<file path="config.mk">
export PLATFORM = sky130hd
export DESIGN_NAME = uart_frame_control_and_data_buffer
export DESIGN_NICKNAME = d
export VERILOG_FILES = /design/src/uart_frame_control_and_data_buffer.v
export VERILOG_INCLUDE_DIRS = /design/src /design/src/src
export SDC_FILE = /design/constraint.sdc
export NUM_CORES = 1
export LEC_CHECK = 0
export ABC_AREA = 0
export BUFFER_PORTS_ARGS = -buffer_cell sky130_fd_sc_hd__buf_2
export CORE_MARGIN = 5
export CORE_UTILIZATION = 56
export CTS_CLUSTER_SIZE = 8
export DETAILED_ROUTE_END_ITERATION = 10
export HOLD_SLACK_MARGIN = 0.06
export PLACE_DENSITY_LB_ADDON = 0.2
export SYNTH_ARGS = -nofsm -noshare
export SYNTH_HDL_FRONTEND = slang
export SYNTH_SLANG_ARGS = --single-unit
</file>
<file path="constraint.sdc">
create_clock -name core_clk -period 2.6 [get_ports core_clk]
set_clock_uncertainty 0.2 [all_clocks]
set_input_delay 0.26 -clock core_clk [delete_from_list [all_inputs] [get_ports core_clk]]
set_output_delay 0.26 -clock core_clk [all_outputs]
set_load 0.03 [all_outputs]
</file>
<file path="src/uart_frame_control_regs.vh">
`ifndef UART_FRAME_CONTROL_REGS_VH
`define UART_FRAME_CONTROL_REGS_VH

// register addresses on the special-function-register bus
`define ADDR_CONTROL_FLAGS 8'h98
`define ADDR_DATA_BUFFER 8'h99
`define ADDR_FRAME_MODE 8'ha9

// serial_control_flags bit positions
`define CTL_OVERRUN 7
`define CTL_PARITY_ERR 6
`define CTL_TX_EMPTY 5
`define CTL_RX_ENABLE 4
`define CTL_TX_EXTRA 3
`define CTL_RX_EXTRA 2
`define CTL_TX_DONE 1
`define CTL_RX_DONE 0

// serial_frame_mode bit positions
`define MOD_MULTIPROC 7
`define MOD_PTYPE_HI 6
`define MOD_PTYPE_LO 5
`define MOD_PARITY_EN 4
`define MOD_DLEN_HI 3
`define MOD_DLEN_LO 2
`define MOD_EXTRA_EN 1
`define MOD_STOP_LEN 0

// reset values
`define FRAME_MODE_RESET 8'h0c
`define DATA_BUFFER_RESET 8'h00

// parity type encodings
`define PTYPE_ODD 2'b00
`define PTYPE_EVEN 2'b01
`define PTYPE_MARK 2'b10
`define PTYPE_SPACE 2'b11

// data length encodings and the smallest character
`define DLEN_FIVE 2'b00
`define DLEN_MIN_MINUS1 3'd4
`define DATA_TOP_INDEX 3'd7
`define DLEN_MAX 2'd3

// oversampling and fifo defaults
`define OVERSAMPLE_DEFAULT 16
`define RX_FIFO_DEPTH_DEFAULT 3

`endif

</file>
<file path="src/uart_frame_control_and_data_buffer.v">
// What this block does
// - extra bit sends the transmit extra-bit control; ignored while parity enabled
// - received extra-bit status shows extra bit, else the first stop bit level
// - with parity enabled the received extra-bit status has no meaning
// - transmit flag set at start of stop bit; only software clears it
// - receive flag set when the stop bit is sampled; only software clears it
// - receive flag holds while fifo has data; clear works only once empty
// - with interrupt enabled, either flag set raises the interrupt request
// - multiprocessor filter: receive flag needs stop bit high, extra-bit enable and extra bit high
// - parity type: 00 odd, 01 even, 10 mark, 11 space
// - parity enable generates parity on transmit and checks it on receive
// - data length field: 00 five up to 11 eight data bits
// - extra-bit enable appends the transmit extra bit after the data
// - long stop: two bit times, or 1.5 with five data bits
// - writing the data buffer while idle loads the shifter and starts transmission
// - reading the data buffer returns the receive side, not the shifter
// - receiver enable low accepts no new characters; fifo stays readable
// - store only if fifo not full and stop high; full fifo sets overrun
// - parity mismatch sets a sticky parity error flag cleared by software
`timescale 1ns/1ps
`include "uart_frame_control_regs.vh"

module uart_frame_control_and_data_buffer #(
    parameter OVERSAMPLE = `OVERSAMPLE_DEFAULT,
    parameter FIFO_DEPTH = `RX_FIFO_DEPTH_DEFAULT
) (
    // clock, reset, enable
    input wire core_clk,
    input wire rst,
    input wire clk_en,
    // special-function-register bus
    input wire [7:0] sfr_addr,
    input wire sfr_wr,
    input wire sfr_rd,
    input wire [7:0] sfr_wdata,
    output reg [7:0] sfr_rdata,
    // bit timing and interrupt control
    input wire baud_tick,
    input wire irq_enable,
    output reg irq,
    // serial lines
    input wire rxd,
    output reg txd
);

    // counts worked out as integers, then cut to the counter widths on purpose
    localparam integer OS_LAST_I = OVERSAMPLE - 1;
    localparam integer OS_HALF_LAST_I = OVERSAMPLE / 2 - 1;
    localparam integer STOP_ONE_I = OVERSAMPLE - 1;
    localparam integer STOP_ONE_HALF_I = (OVERSAMPLE * 3) / 2 - 1;
    localparam integer STOP_TWO_I = OVERSAMPLE * 2 - 1;
    localparam integer FIFO_LAST_I = FIFO_DEPTH - 1;
    localparam integer FIFO_FULL_I = FIFO_DEPTH;
    localparam [7:0] OS_LAST = OS_LAST_I[7:0];
    localparam [7:0] OS_HALF_LAST = OS_HALF_LAST_I[7:0];
    localparam [7:0] STOP_ONE = STOP_ONE_I[7:0];
    localparam [7:0] STOP_ONE_HALF = STOP_ONE_HALF_I[7:0];
    localparam [7:0] STOP_TWO = STOP_TWO_I[7:0];
    localparam [1:0] FIFO_LAST = FIFO_LAST_I[1:0];
    localparam [1:0] FIFO_FULL = FIFO_FULL_I[1:0];

    localparam [2:0] ST_IDLE = 3'd0;
    localparam [2:0] ST_START = 3'd1;
    localparam [2:0] ST_DATA = 3'd2;
    localparam [2:0] ST_EXTRA = 3'd3;
    localparam [2:0] ST_STOP = 3'd4;

    // register state
    reg [7:0] mode_r;
    reg ovr_r, perr_r, ren_r, tbx_r, ti_r, ri_r;
    reg [8:0] latch_r;

    // frame format decode
    wire mce = mode_r[`MOD_MULTIPROC];
    wire [1:0] ptype = mode_r[`MOD_PTYPE_HI:`MOD_PTYPE_LO];
    wire pe = mode_r[`MOD_PARITY_EN];
    wire [1:0] dlen = mode_r[`MOD_DLEN_HI:`MOD_DLEN_LO];
    wire xbe = mode_r[`MOD_EXTRA_EN];
    wire sbl = mode_r[`MOD_STOP_LEN];
    wire [2:0] nbits_m1 = `DLEN_MIN_MINUS1 + {1'b0, dlen};
    wire has_extra = pe | xbe;
    wire [7:0] len_mask = 8'hff >> (`DLEN_MAX - dlen);
    wire [7:0] stop_last = !sbl ? STOP_ONE :
        (dlen == `DLEN_FIVE) ? STOP_ONE_HALF : STOP_TWO;

    function par_bit;
        input [1:0] pt;
        input [7:0] d;
        begin
            case (pt)
                `PTYPE_ODD: par_bit = ~^d;
                `PTYPE_EVEN: par_bit = ^d;
                `PTYPE_MARK: par_bit = 1'b1;
                default: par_bit = 1'b0;
            endcase
        end
    endfunction

    // bus decode
    wire wr_ctl = sfr_wr && (sfr_addr == `ADDR_CONTROL_FLAGS);
    wire wr_mode = sfr_wr && (sfr_addr == `ADDR_FRAME_MODE);
    wire wr_buf = sfr_wr && (sfr_addr == `ADDR_DATA_BUFFER);
    wire rd_buf = sfr_rd && (sfr_addr == `ADDR_DATA_BUFFER);

    // ---------------- transmitter ----------------
    reg [2:0] tx_state_r;
    reg [7:0] tx_tick_r;
    reg [2:0] tx_bit_r;
    reg [7:0] tx_shift_r;
    reg tx_extra_r;
    reg ti_set;
    wire tx_bit_end = baud_tick && (tx_tick_r == OS_LAST);
    wire tx_idle = (tx_state_r == ST_IDLE);

    always @(posedge core_clk) begin
        if (rst) begin
            tx_state_r <= ST_IDLE;
            tx_tick_r <= 8'h00;
            tx_bit_r <= 3'd0;
            tx_shift_r <= 8'h00;
            tx_extra_r <= 1'b0;
            txd <= 1'b1;
            ti_set <= 1'b0;
        end else if (clk_en) begin
            ti_set <= 1'b0;
            if (!tx_idle && baud_tick)
                tx_tick_r <= tx_bit_end ? 8'h00 : tx_tick_r + 8'h01;
            case (tx_state_r)
                ST_IDLE: begin
                    // a write while busy is dropped; software watches the empty flag
                    if (wr_buf) begin
                        tx_shift_r <= sfr_wdata & len_mask;
                        tx_extra_r <= pe ? par_bit(ptype, sfr_wdata & len_mask)
                            : tbx_r;
                        tx_tick_r <= 8'h00;
                        txd <= 1'b0;
                        tx_state_r <= ST_START;
                    end
                end
                ST_START: begin
                    if (tx_bit_end) begin
                        txd <= tx_shift_r[0];
                        tx_bit_r <= 3'd0;
                        tx_state_r <= ST_DATA;
                    end
                end
                ST_DATA: begin
                    if (tx_bit_end) begin
                        if (tx_bit_r == nbits_m1) begin
                            if (has_extra) begin
                                txd <= tx_extra_r;
                                tx_state_r <= ST_EXTRA;
                            end else begin
                                txd <= 1'b1;
                                ti_set <= 1'b1;
                                tx_state_r <= ST_STOP;
                            end
                        end else begin
                            txd <= tx_shift_r[1];
                            tx_shift_r <= tx_shift_r >> 1;
                            tx_bit_r <= tx_bit_r + 3'd1;
                        end
                    end
                end
                ST_EXTRA: begin
                    if (tx_bit_end) begin
                        txd <= 1'b1;
                        ti_set <= 1'b1;
                        tx_state_r <= ST_STOP;
                    end
                end
                ST_STOP: begin
                    // the stop phase runs on its own count to stop_last, past one bit time for long stop
                    if (baud_tick) begin
                        if (tx_tick_r == stop_last) begin
                            tx_tick_r <= 8'h00;
                            tx_state_r <= ST_IDLE;
                        end else begin
                            tx_tick_r <= tx_tick_r + 8'h01;
                        end
                    end
                end
                default: tx_state_r <= ST_IDLE;
            endcase
        end
    end

    // ---------------- receiver ----------------
    reg rx_meta_r, rx_sync_r, rx_prev_r;
    reg [2:0] rx_state_r;
    reg [7:0] rx_tick_r;
    reg [2:0] rx_bit_r;
    reg [7:0] rx_shift_r;
    reg rx_extra_r;
    wire rx_bit_end = baud_tick && (rx_tick_r == OS_LAST);
    wire commit = (rx_state_r == ST_STOP) && rx_bit_end;
    wire [7:0] rx_data = rx_shift_r >> (`DATA_TOP_INDEX - nbits_m1);

    always @(posedge core_clk) begin
        if (rst) begin
            rx_meta_r <= 1'b1;
            rx_sync_r <= 1'b1;
            rx_prev_r <= 1'b1;
            rx_state_r <= ST_IDLE;
            rx_tick_r <= 8'h00;
            rx_bit_r <= 3'd0;
            rx_shift_r <= 8'h00;
            rx_extra_r <= 1'b0;
        end else if (clk_en) begin
            rx_meta_r <= rxd;
            rx_sync_r <= rx_meta_r;
            rx_prev_r <= rx_sync_r;
            if (rx_state_r != ST_IDLE && baud_tick)
                rx_tick_r <= rx_bit_end ? 8'h00 : rx_tick_r + 8'h01;
            case (rx_state_r)
                ST_IDLE: begin
                    // a frame already under way finishes even if the receiver is turned off
                    if (ren_r && rx_prev_r && !rx_sync_r) begin
                        rx_tick_r <= 8'h00;
                        rx_state_r <= ST_START;
                    end
                end
                ST_START: begin
                    // recentre on mid-bit; a glitch shorter than half a bit is dropped
                    if (baud_tick && rx_tick_r == OS_HALF_LAST) begin
                        rx_tick_r <= 8'h00;
                        rx_bit_r <= 3'd0;
                        rx_state_r <= rx_sync_r ? ST_IDLE : ST_DATA;
                    end
                end
                ST_DATA: begin
                    if (rx_bit_end) begin
                        rx_shift_r <= {rx_sync_r, rx_shift_r[7:1]};
                        rx_bit_r <= rx_bit_r + 3'd1;
                        if (rx_bit_r == nbits_m1)
                            rx_state_r <= has_extra ? ST_EXTRA : ST_STOP;
                    end
                end
                ST_EXTRA: begin
                    if (rx_bit_end) begin
                        rx_extra_r <= rx_sync_r;
                        rx_state_r <= ST_STOP;
                    end
                end
                ST_STOP: begin
                    if (rx_bit_end)
                        rx_state_r <= ST_IDLE;
                end
                default: rx_state_r <= ST_IDLE;
            endcase
        end
    end

    // ---------------- receive fifo ----------------
    reg [8:0] fifo_mem [0:FIFO_DEPTH-1];
    reg [1:0] wr_ptr_r, rd_ptr_r, count_r;
    wire stop_ok = rx_sync_r;
    wire full = (count_r == FIFO_FULL);
    wire push = commit && stop_ok && !full;
    wire ovr_set = commit && stop_ok && full;
    wire pop = rd_buf && (count_r != 2'd0);
    wire [1:0] count_nxt = count_r + {1'b0, push} - {1'b0, pop};
    wire rbx_in = xbe ? rx_extra_r : stop_ok;
    wire perr_set = push && pe && (rx_extra_r != par_bit(ptype, rx_data));
    wire ri_set = push && (!mce || (xbe && rx_extra_r));
    wire [8:0] head = fifo_mem[rd_ptr_r];
    // an empty fifo shows the last character read again, held in the latch
    wire [8:0] shown = (count_r != 2'd0) ? head : latch_r;

    genvar gi;
    generate
        for (gi = 0; gi < FIFO_DEPTH; gi = gi + 1) begin : g_fifo
            always @(posedge core_clk) begin
                if (rst)
                    fifo_mem[gi] <= 9'h000;
                else if (clk_en && push && wr_ptr_r == gi)
                    fifo_mem[gi] <= {rbx_in, rx_data};
            end
        end
    endgenerate

    always @(posedge core_clk) begin
        if (rst) begin
            wr_ptr_r <= 2'd0;
            rd_ptr_r <= 2'd0;
            count_r <= 2'd0;
            latch_r <= {1'b0, `DATA_BUFFER_RESET};
        end else if (clk_en) begin
            if (push)
                wr_ptr_r <= (wr_ptr_r == FIFO_LAST) ? 2'd0 : wr_ptr_r + 2'd1;
            if (pop) begin
                rd_ptr_r <= (rd_ptr_r == FIFO_LAST) ? 2'd0 : rd_ptr_r + 2'd1;
                latch_r <= head;
            end
            count_r <= count_nxt;
        end
    end

    // ---------------- registers and bus ----------------
    always @(posedge core_clk) begin
        if (rst) begin
            mode_r <= `FRAME_MODE_RESET;
            ovr_r <= 1'b0;
            perr_r <= 1'b0;
            ren_r <= 1'b0;
            tbx_r <= 1'b0;
            ti_r <= 1'b0;
            ri_r <= 1'b0;
            sfr_rdata <= 8'h00;
            irq <= 1'b0;
        end else if (clk_en) begin
            if (wr_mode)
                mode_r <= sfr_wdata;
            if (wr_ctl) begin
                ren_r <= sfr_wdata[`CTL_RX_ENABLE];
                tbx_r <= sfr_wdata[`CTL_TX_EXTRA];
            end
            // hardware sets win over a software write in the same cycle
            ovr_r <= ovr_set | (wr_ctl ? sfr_wdata[`CTL_OVERRUN] : ovr_r);
            perr_r <= perr_set | (wr_ctl ? sfr_wdata[`CTL_PARITY_ERR] : perr_r);
            ti_r <= ti_set | (wr_ctl ? sfr_wdata[`CTL_TX_DONE] : ti_r);
            // a clear of rx done is refused while a character still waits in the fifo
            ri_r <= ri_set | (wr_ctl ? (sfr_wdata[`CTL_RX_DONE] | (count_nxt != 2'd0))
                : ri_r);
            irq <= irq_enable && (ti_r || ri_r);
            if (sfr_rd) begin
                case (sfr_addr)
                    `ADDR_CONTROL_FLAGS:
                        // the extra-bit status is meaningless while parity is on
                        sfr_rdata <= {ovr_r, perr_r, tx_idle, ren_r, tbx_r,
                            shown[8], ti_r, ri_r};
                    `ADDR_FRAME_MODE: sfr_rdata <= mode_r;
                    `ADDR_DATA_BUFFER: sfr_rdata <= shown[7:0];
                    default: sfr_rdata <= 8'h00;
                endcase
            end
        end
    end

endmodule // uart_frame_control_and_data_buffer

</file>
======== After elaboration in Yosys (flattened, before gate mapping) ========
Memory sizes are Yosys's and may differ from the RTL's. A register that Yosys moved wholly into a read port is not among the register bits.
Cells that the tools add are included.
storage, ports and cells
  register bits after elaboration ......... 89
  memory bits (writable) .................. 27
  input port bits ......................... 24
  output and inout bits ................... 10
  logic and storage cells ................. 232
  memories kept ........................... 1
memory list
  name      words  bits a word  read ports  clocked after Yosys merged registers in  write ports  RTL line                                  text
  fifo_mem  3      9            1           1                                        3            uart_frame_control_and_data_buffer.v:255  reg [8:0] fifo_mem [0:FIFO_DEPTH-1];
operators by class
  add/sub/neg operators ................... 11
  eq/ne operators ......................... 38
  shift-type cells ........................ 2
  multiplexer cells ....................... 81
  bitwise operators ....................... 10
  reduce and logical (&&, ||, !) cells .... 61
operators by type and width
  operator                                                          count
  8-bit two-way mux                                                 12
  3-bit two-way mux                                                 19
  8-bit one-hot mux with 2 select lines                             3
  9-bit two-way mux                                                 4
  3-bit one-hot mux with 5 select lines                             2
  2-bit inequality test (second input constant)                     14
  1-bit two-way mux                                                 27
  1-bit logical AND                                                 25
  8-bit == test (second input constant)                             3
  8-bit one-hot mux with 3 select lines                             1
  8-bit by 1-bit adder with 8-bit output (second input constant)    2
  8-bit by 4-bit == test with 1-bit output (second input constant)  2
  8-bit XNOR reduction                                              2
  8-bit XOR reduction                                               2
  3-bit by 2-bit == test with 1-bit output (second input constant)  4
  3-bit one-hot mux with 2 select lines                             2
  2-bit two-way mux                                                 5
  2-bit AND reduction                                               5
  5-bit AND reduction                                               2
  2-bit nonzero test                                                5
  1-bit OR                                                          9
  3-bit AND reduction                                               3
  8-bit AND                                                         1
  2-bit == test (second input constant)                             4
  31 further kinds                                                  45

======== Logic depth before layout (Yosys ltp) ========
  word-level depth ........................ 11
  mapped depth ............................ 9
  mapped depth without buffers ............ 9

======== Worst setup path after synthesis ========
Ideal clock, no wire load.
  kind .................................... flip-flop to flip-flop
  from .................................... reg rx_tick_r[0]
  to ...................................... mem fifo_mem[1][0], enable pin
  library setup time ...................... 334 ps
  arrival time ............................ 2072 ps
  data required time ...................... 2066 ps
  path slack .............................. -6 ps
  cell stages (with the launch flop) ...... 7
  path buffers ............................ 0
  clock period less this slack ............ 2606 ps
  cells stage by stage .................... dfxtp_1 -> ha_1 -> nor2b_1 -> nand4_4 -> or3_4 -> or3b_4 -> nand2_1
RTL lines
  what                    RTL line                                  text
  from (decl)             uart_frame_control_and_data_buffer.v:191  reg [7:0] rx_tick_r;
  from (signal assigned)  uart_frame_control_and_data_buffer.v:214  rx_tick_r <= rx_bit_end ? 8'h00 : rx_tick_r + 8'h01;
  to (decl)               uart_frame_control_and_data_buffer.v:255

==> summary.log <==
INFO  placed_design  total_instance_count_after_detailed_placement=910
INFO  synthesis      yosys_warnings=0
INFO  critical_path  critPathLaunchType=register
INFO  synthesis      synth_ff_type=sky130_fd_sc_hd__dfxtp_1
INFO  hold_path      hold-path-endpoint=tx_tick_r[1]$_SDFFE_PP0P_
INFO  die            die_h=116um
INFO  drt            detail_route.first_pass.iterations=5
INFO  finish         finish.net_count=829
INFO  timing         grt_setup_unrepaired=yes
INFO  placed_design  pre_cts_slack=18.5ps
INFO  clock_network  clock_path_buffers=2
INFO  hold_path      hold_crit_path_type=in -> reg
INFO  drt            route.vias.total=5755
INFO  die            design.die.area=0.0136mm2
INFO  clock_network  clock-root-buffer=sky130_fd_sc_hd__clkbuf_16
INFO  critical_path  slowest_stage=sky130_fd_sc_hd__dfxtp_1
INFO  timing         final_hold_violating_endpoints=0
INFO  finish         synthToLayoutAreaGrowth=19.5%
INFO  critical_path  critical_path_required=2480ps
INFO  global_route   number_of_global_route_vias_before_repair=5411
INFO  timing         slew_viol_final=0
INFO  placed_design  place_area=0.00681mm2
INFO  clock_network  cts_sinks=118
INFO  critical_path  r2r-end=fifo_mem[0][3]$_SDFFCE_PN0P_
INFO  critical_path  worst_r2r_path_depth=6
INFO  critical_path  endpoint_kind=register
INFO  synthesis      synth_cells=744
INFO  placed_design  port_buffers=33
INFO  drt            drcViolationCount=0
INFO  critical_path  worst-r2r-setup-slack=130ps
INFO  critical_path  cpPeakStageDelay=410ps
INFO  timing         final-setup-viol-count=0
INFO  clock_network  buffers_inserted_by_post_cts_timing_repair=0
INFO  critical_path  worst_path_dominant_cell_family=simple AND/OR/NAND/NOR gates
INFO  die            die_w=116um
INFO  global_route   global_route.usage.total=0.248
INFO  synthesis      synth_seq_area_share=0.415
INFO  global_route   grt_antenna_before_repair=0
INFO  synthesis      synth.cell_area=0.00634mm2
INFO  power_and_ir_drop irDropWorstVdd=0.616mV
INFO  timing         shortest_period_the_worst_path_allows=2470ps
INFO  synthesis      synth_commonest_cells=sky130_fd_sc_hd__nand2_1 (105), sky130_fd_sc_hd__dfxtp_1 (91), sky130_fd_sc_hd__nor2_1 (88), sky130_fd_sc_hd__a21oi_1 (57), sky130_fd_sc_hd__mux2i_1 (49)
INFO  finish         proportion_of_layout_cells_with_a_drive_suffix_above_1=0.169
INFO  die            fp.coreArea=0.0110mm2
INFO  drt            viasPerCell=6.04
INFO  synthesis      synth-seq-cells=118
INFO  finish         diodes=0
INFO  synthesis      synthesized_net_count=773
INFO  timing         fin_tns_setup=0ps
INFO  timing         final_critical_path_setup_slack=132ps
INFO  synthesis      yosys-top-cells-area=sky130_fd_sc_hd__dfxtp_1 (29%), sky130_fd_sc_hd__edfxtp_1 (13%), sky130_fd_sc_hd__mux2i_1 (7.7%), sky130_fd_sc_hd__nand2_1 (6.2%), sky130_fd_sc_hd__nor2_1 (5.2%)
INFO  clock_network  worst_skew_pair.late_latency=420ps
INFO  die            initial_core_util=0.578
INFO  critical_path  critical_path.reg2reg.startpoint=rx_tick_r[0]$_SDFFE_PP0P_
INFO  outcome        run_status=completed
INFO  critical_path  timing.critical_path.arrival=2350ps
INFO  die            design.portCount=34
INFO  clock_network  cts_tree=done
INFO  global_route   global_route.overflow_total=0
INFO  global_route   maximum_number_of_pins_on_one_net_before_global_route_repair=50
INFO  critical_path  crit_fanout=9
INFO  drt            wirelength=16000um
INFO  die            fp-row-count=38
INFO  finish         final_cell_count_no_fill=953
INFO  timing         final.period_utilization=0.949
INFO  flow_run       max_cap_violations=0
INFO  synthesis      synth-edff-count=27
INFO  finish         fin_area=0.00758mm2
INFO  synthesis      synth_cell_types=66
INFO  drt            drtAntennaViolNets=0
INFO  finish         finish.utilization=0.690
INFO  power_and_ir_drop static-leakage-power=0.00284uW
INFO  global_route   grt_first_pass_wirelength=26400um
INFO  timing         worstMarginPinSlew=696ps
INFO  synthesis      synth_async_sr_flop_share=0
INFO  clock_network  cts.htree.levels=4
INFO  critical_path  setup.worst_path.class=reg -> reg
INFO  critical_path  worst-path-buf-inv=0
INFO  timing         maxClockFrequency=405MHz
INFO  hold_path      whs_path_depth=3
INFO  placed_design  gp_congestion=0.932
INFO  synthesis      post-synth-top-area-fraction=0.287
INFO  drt            drt_iter0_drc=424
INFO  synthesis      yosys.cell_count.top_type=sky130_fd_sc_hd__nand2_1
INFO  synthesis      library_cell_with_the_largest_summed_area_after_synthesis=sky130_fd_sc_hd__dfxtp_1
INFO  placed_design  hpwl=11400um
INFO  hold_path      worstHoldStart=clk_en
INFO  clock_network  cts_buffers=17
INFO  power_and_ir_drop power_density=627mW/mm2
INFO  clock_network  cts.clk_slew.worst_paths=60ps
INFO  synthesis      syn-mean-instance-area=8.53um2
INFO  critical_path  path_cells=ha_1 > nor2b_2 > nand4_4 > or3_4 > or3_1 > nand2_1
INFO  drt            avgRoutedWirePerCell=16.8um
INFO  timing         timing.slew.headroom=0.533
==> state kept, by name, summed over array words and instances (netlist names), 2 cells and up, named ones only <==
name	count
tx_state_r	3
rx_state_r	3
tx_shift_r	8
latch_r	9
fifo_mem	27
rx_bit_r	3
sfr_rdata	8
rd_ptr_r	2
rx_tick_r	8
mode_r	8
wr_ptr_r	2
tx_tick_r	8
rx_shift_r	8
tx_bit_r	3
count_r	2
==> worst register-to-register path, stage by stage, from the launching register on <==
cell	delay (ps)
sky130_fd_sc_hd__dfxtp_1	410
sky130_fd_sc_hd__ha_1	190
sky130_fd_sc_hd__nor2b_2	210
sky130_fd_sc_hd__nand4_4	120
sky130_fd_sc_hd__or3_4	390
sky130_fd_sc_hd__or3_1	350
sky130_fd_sc_hd__nand2_1	280
==> metrics by stage <==
| step | total power, uW | hold slack [ps] |
|---|---|---|
| floorplan | 2100 | 188 |
| global placement | 2180 | 234 |
| detailed placement | 2190 | 245 |
| CTS | 4780 | 66.5 |
| global route | 4900 | 94.2 |
| finish | 4750 | 85.6 |
==> power breakdown <==
group	switching (uW)	internal, uW	total, uW	leakage, uW
Clock	834	1750	2580	0.000312
Sequential	17.2	1910	1920	0.000990
Combinational	150	96.6	246	0.00153
Total	1000	3750	4750	0.00284
==> per-layer routing <==
metal / routed length (um) / share of wire / vias up / track usage
li1: - / - / 2804 / -
met1: 7200 / 0.45 / 2704 / 0.331
met2: 7440 / 0.46 / 216 / 0.395
met3: 1100 / 0.069 / 31 / 0.0663
met4: 250 / 0.016 / 0 / 0.0789
met5: 0 / 0 / - / 0
==> layout by cell type (no fill, tap or decap), types with 4 or more instances in the layout <==
cell                            instances
sky130_fd_sc_hd__mux2i_1               49
sky130_fd_sc_hd__a211oi_1               6
sky130_fd_sc_hd__nor3b_1                4
sky130_fd_sc_hd__inv_1                  6
sky130_fd_sc_hd__xor2_1                 5
sky130_fd_sc_hd__nand3_1               20
sky130_fd_sc_hd__nor2_1                88
sky130_fd_sc_hd__nand2_1              104
sky130_fd_sc_hd__nor2b_1                6
sky130_fd_sc_hd__a311oi_1               8
sky130_fd_sc_hd__nand3b_1               4
sky130_fd_sc_hd__xnor2_1               20
sky130_fd_sc_hd__dlygate4sd3_1         11
sky130_fd_sc_hd__nor2_2                 9
sky130_fd_sc_hd__dfxtp_1               91
sky130_fd_sc_hd__clkbuf_16             17
sky130_fd_sc_hd__bufinv_16              5
sky130_fd_sc_hd__or3_1                 10
sky130_fd_sc_hd__nor4bb_1               4
sky130_fd_sc_hd__nor4_1                 7
sky130_fd_sc_hd__mux2_2                 8
sky130_fd_sc_hd__o21ai_0               48
sky130_fd_sc_hd__nand4_1                9
sky130_fd_sc_hd__a31oi_1                7
sky130_fd_sc_hd__edfxtp_1              27
sky130_fd_sc_hd__nor3_1                13
sky130_fd_sc_hd__buf_2                 33
sky130_fd_sc_hd__o211ai_1               6
sky130_fd_sc_hd__and3_1                 8
sky130_fd_sc_hd__buf_4                 39
sky130_fd_sc_hd__nor4_2                 4
sky130_fd_sc_hd__a21oi_1               57
sky130_fd_sc_hd__ha_1                   5
sky130_fd_sc_hd__a22oi_1               16
==> kinds of logic after synthesis <==
| logic type | synth area share |
|---|---|
| AO/OA/AOI/OAI | 0.162 |
| XOR/XNOR | 0.0381 |
| adder cells (fa/ha/maj) | 0.00986 |
| buffers and inverters | 0.0337 |
| flip-flops | 0.415 |
| multiplexers | 0.0915 |
| AND/OR/NAND/NOR | 0.250 |
==> layout make-up <==
cell class	count	area, um2
Timing Repair Buffer	84	588
Fill cell	850	3400
Clock buffer	20	457
Sequential cell	118	2630
Multi-Input combinational cell	573	3500
Clock inverter	12	200
Inverter	6	22.5
Tap cell	140	175
==> worst max path at each step <==
stage | start | endpoint | slack, ps | cells after the start
floorplan | rx_tick_r[0]$_SDFFE_PP0P_ | fifo_mem[1][0]$_SDFFCE_PN0P_ | 70 | 6
global placement | rx_tick_r[0]$_SDFFE_PP0P_ | fifo_mem[1][5]$_SDFFCE_PN0P_ | 90 | 6
detailed placement | rx_tick_r[0]$_SDFFE_PP0P_ | fifo_mem[1][5]$_SDFFCE_PN0P_ | 20 | 6
CTS | rx_tick_r[0]$_SDFFE_PP0P_ | fifo_mem[1][5]$_SDFFCE_PN0P_ | 9 | 6
global route | rx_tick_r[0]$_SDFFE_PP0P_ | fifo_mem[0][3]$_SDFFCE_PN0P_ | 7 | 6
finish | rx_tick_r[0]$_SDFFE_PP0P_ | fifo_mem[0][3]$_SDFFCE_PN0P_ | 130 | 6
==> timing repair <==
action,CTS,global route
endpoints found under the hold margin,21,0
hold buffers,11,0
gates resized for setup,0,2
setup endpoints to repair,0,24
Note: power is estimated with default switching activity, not from simulation.
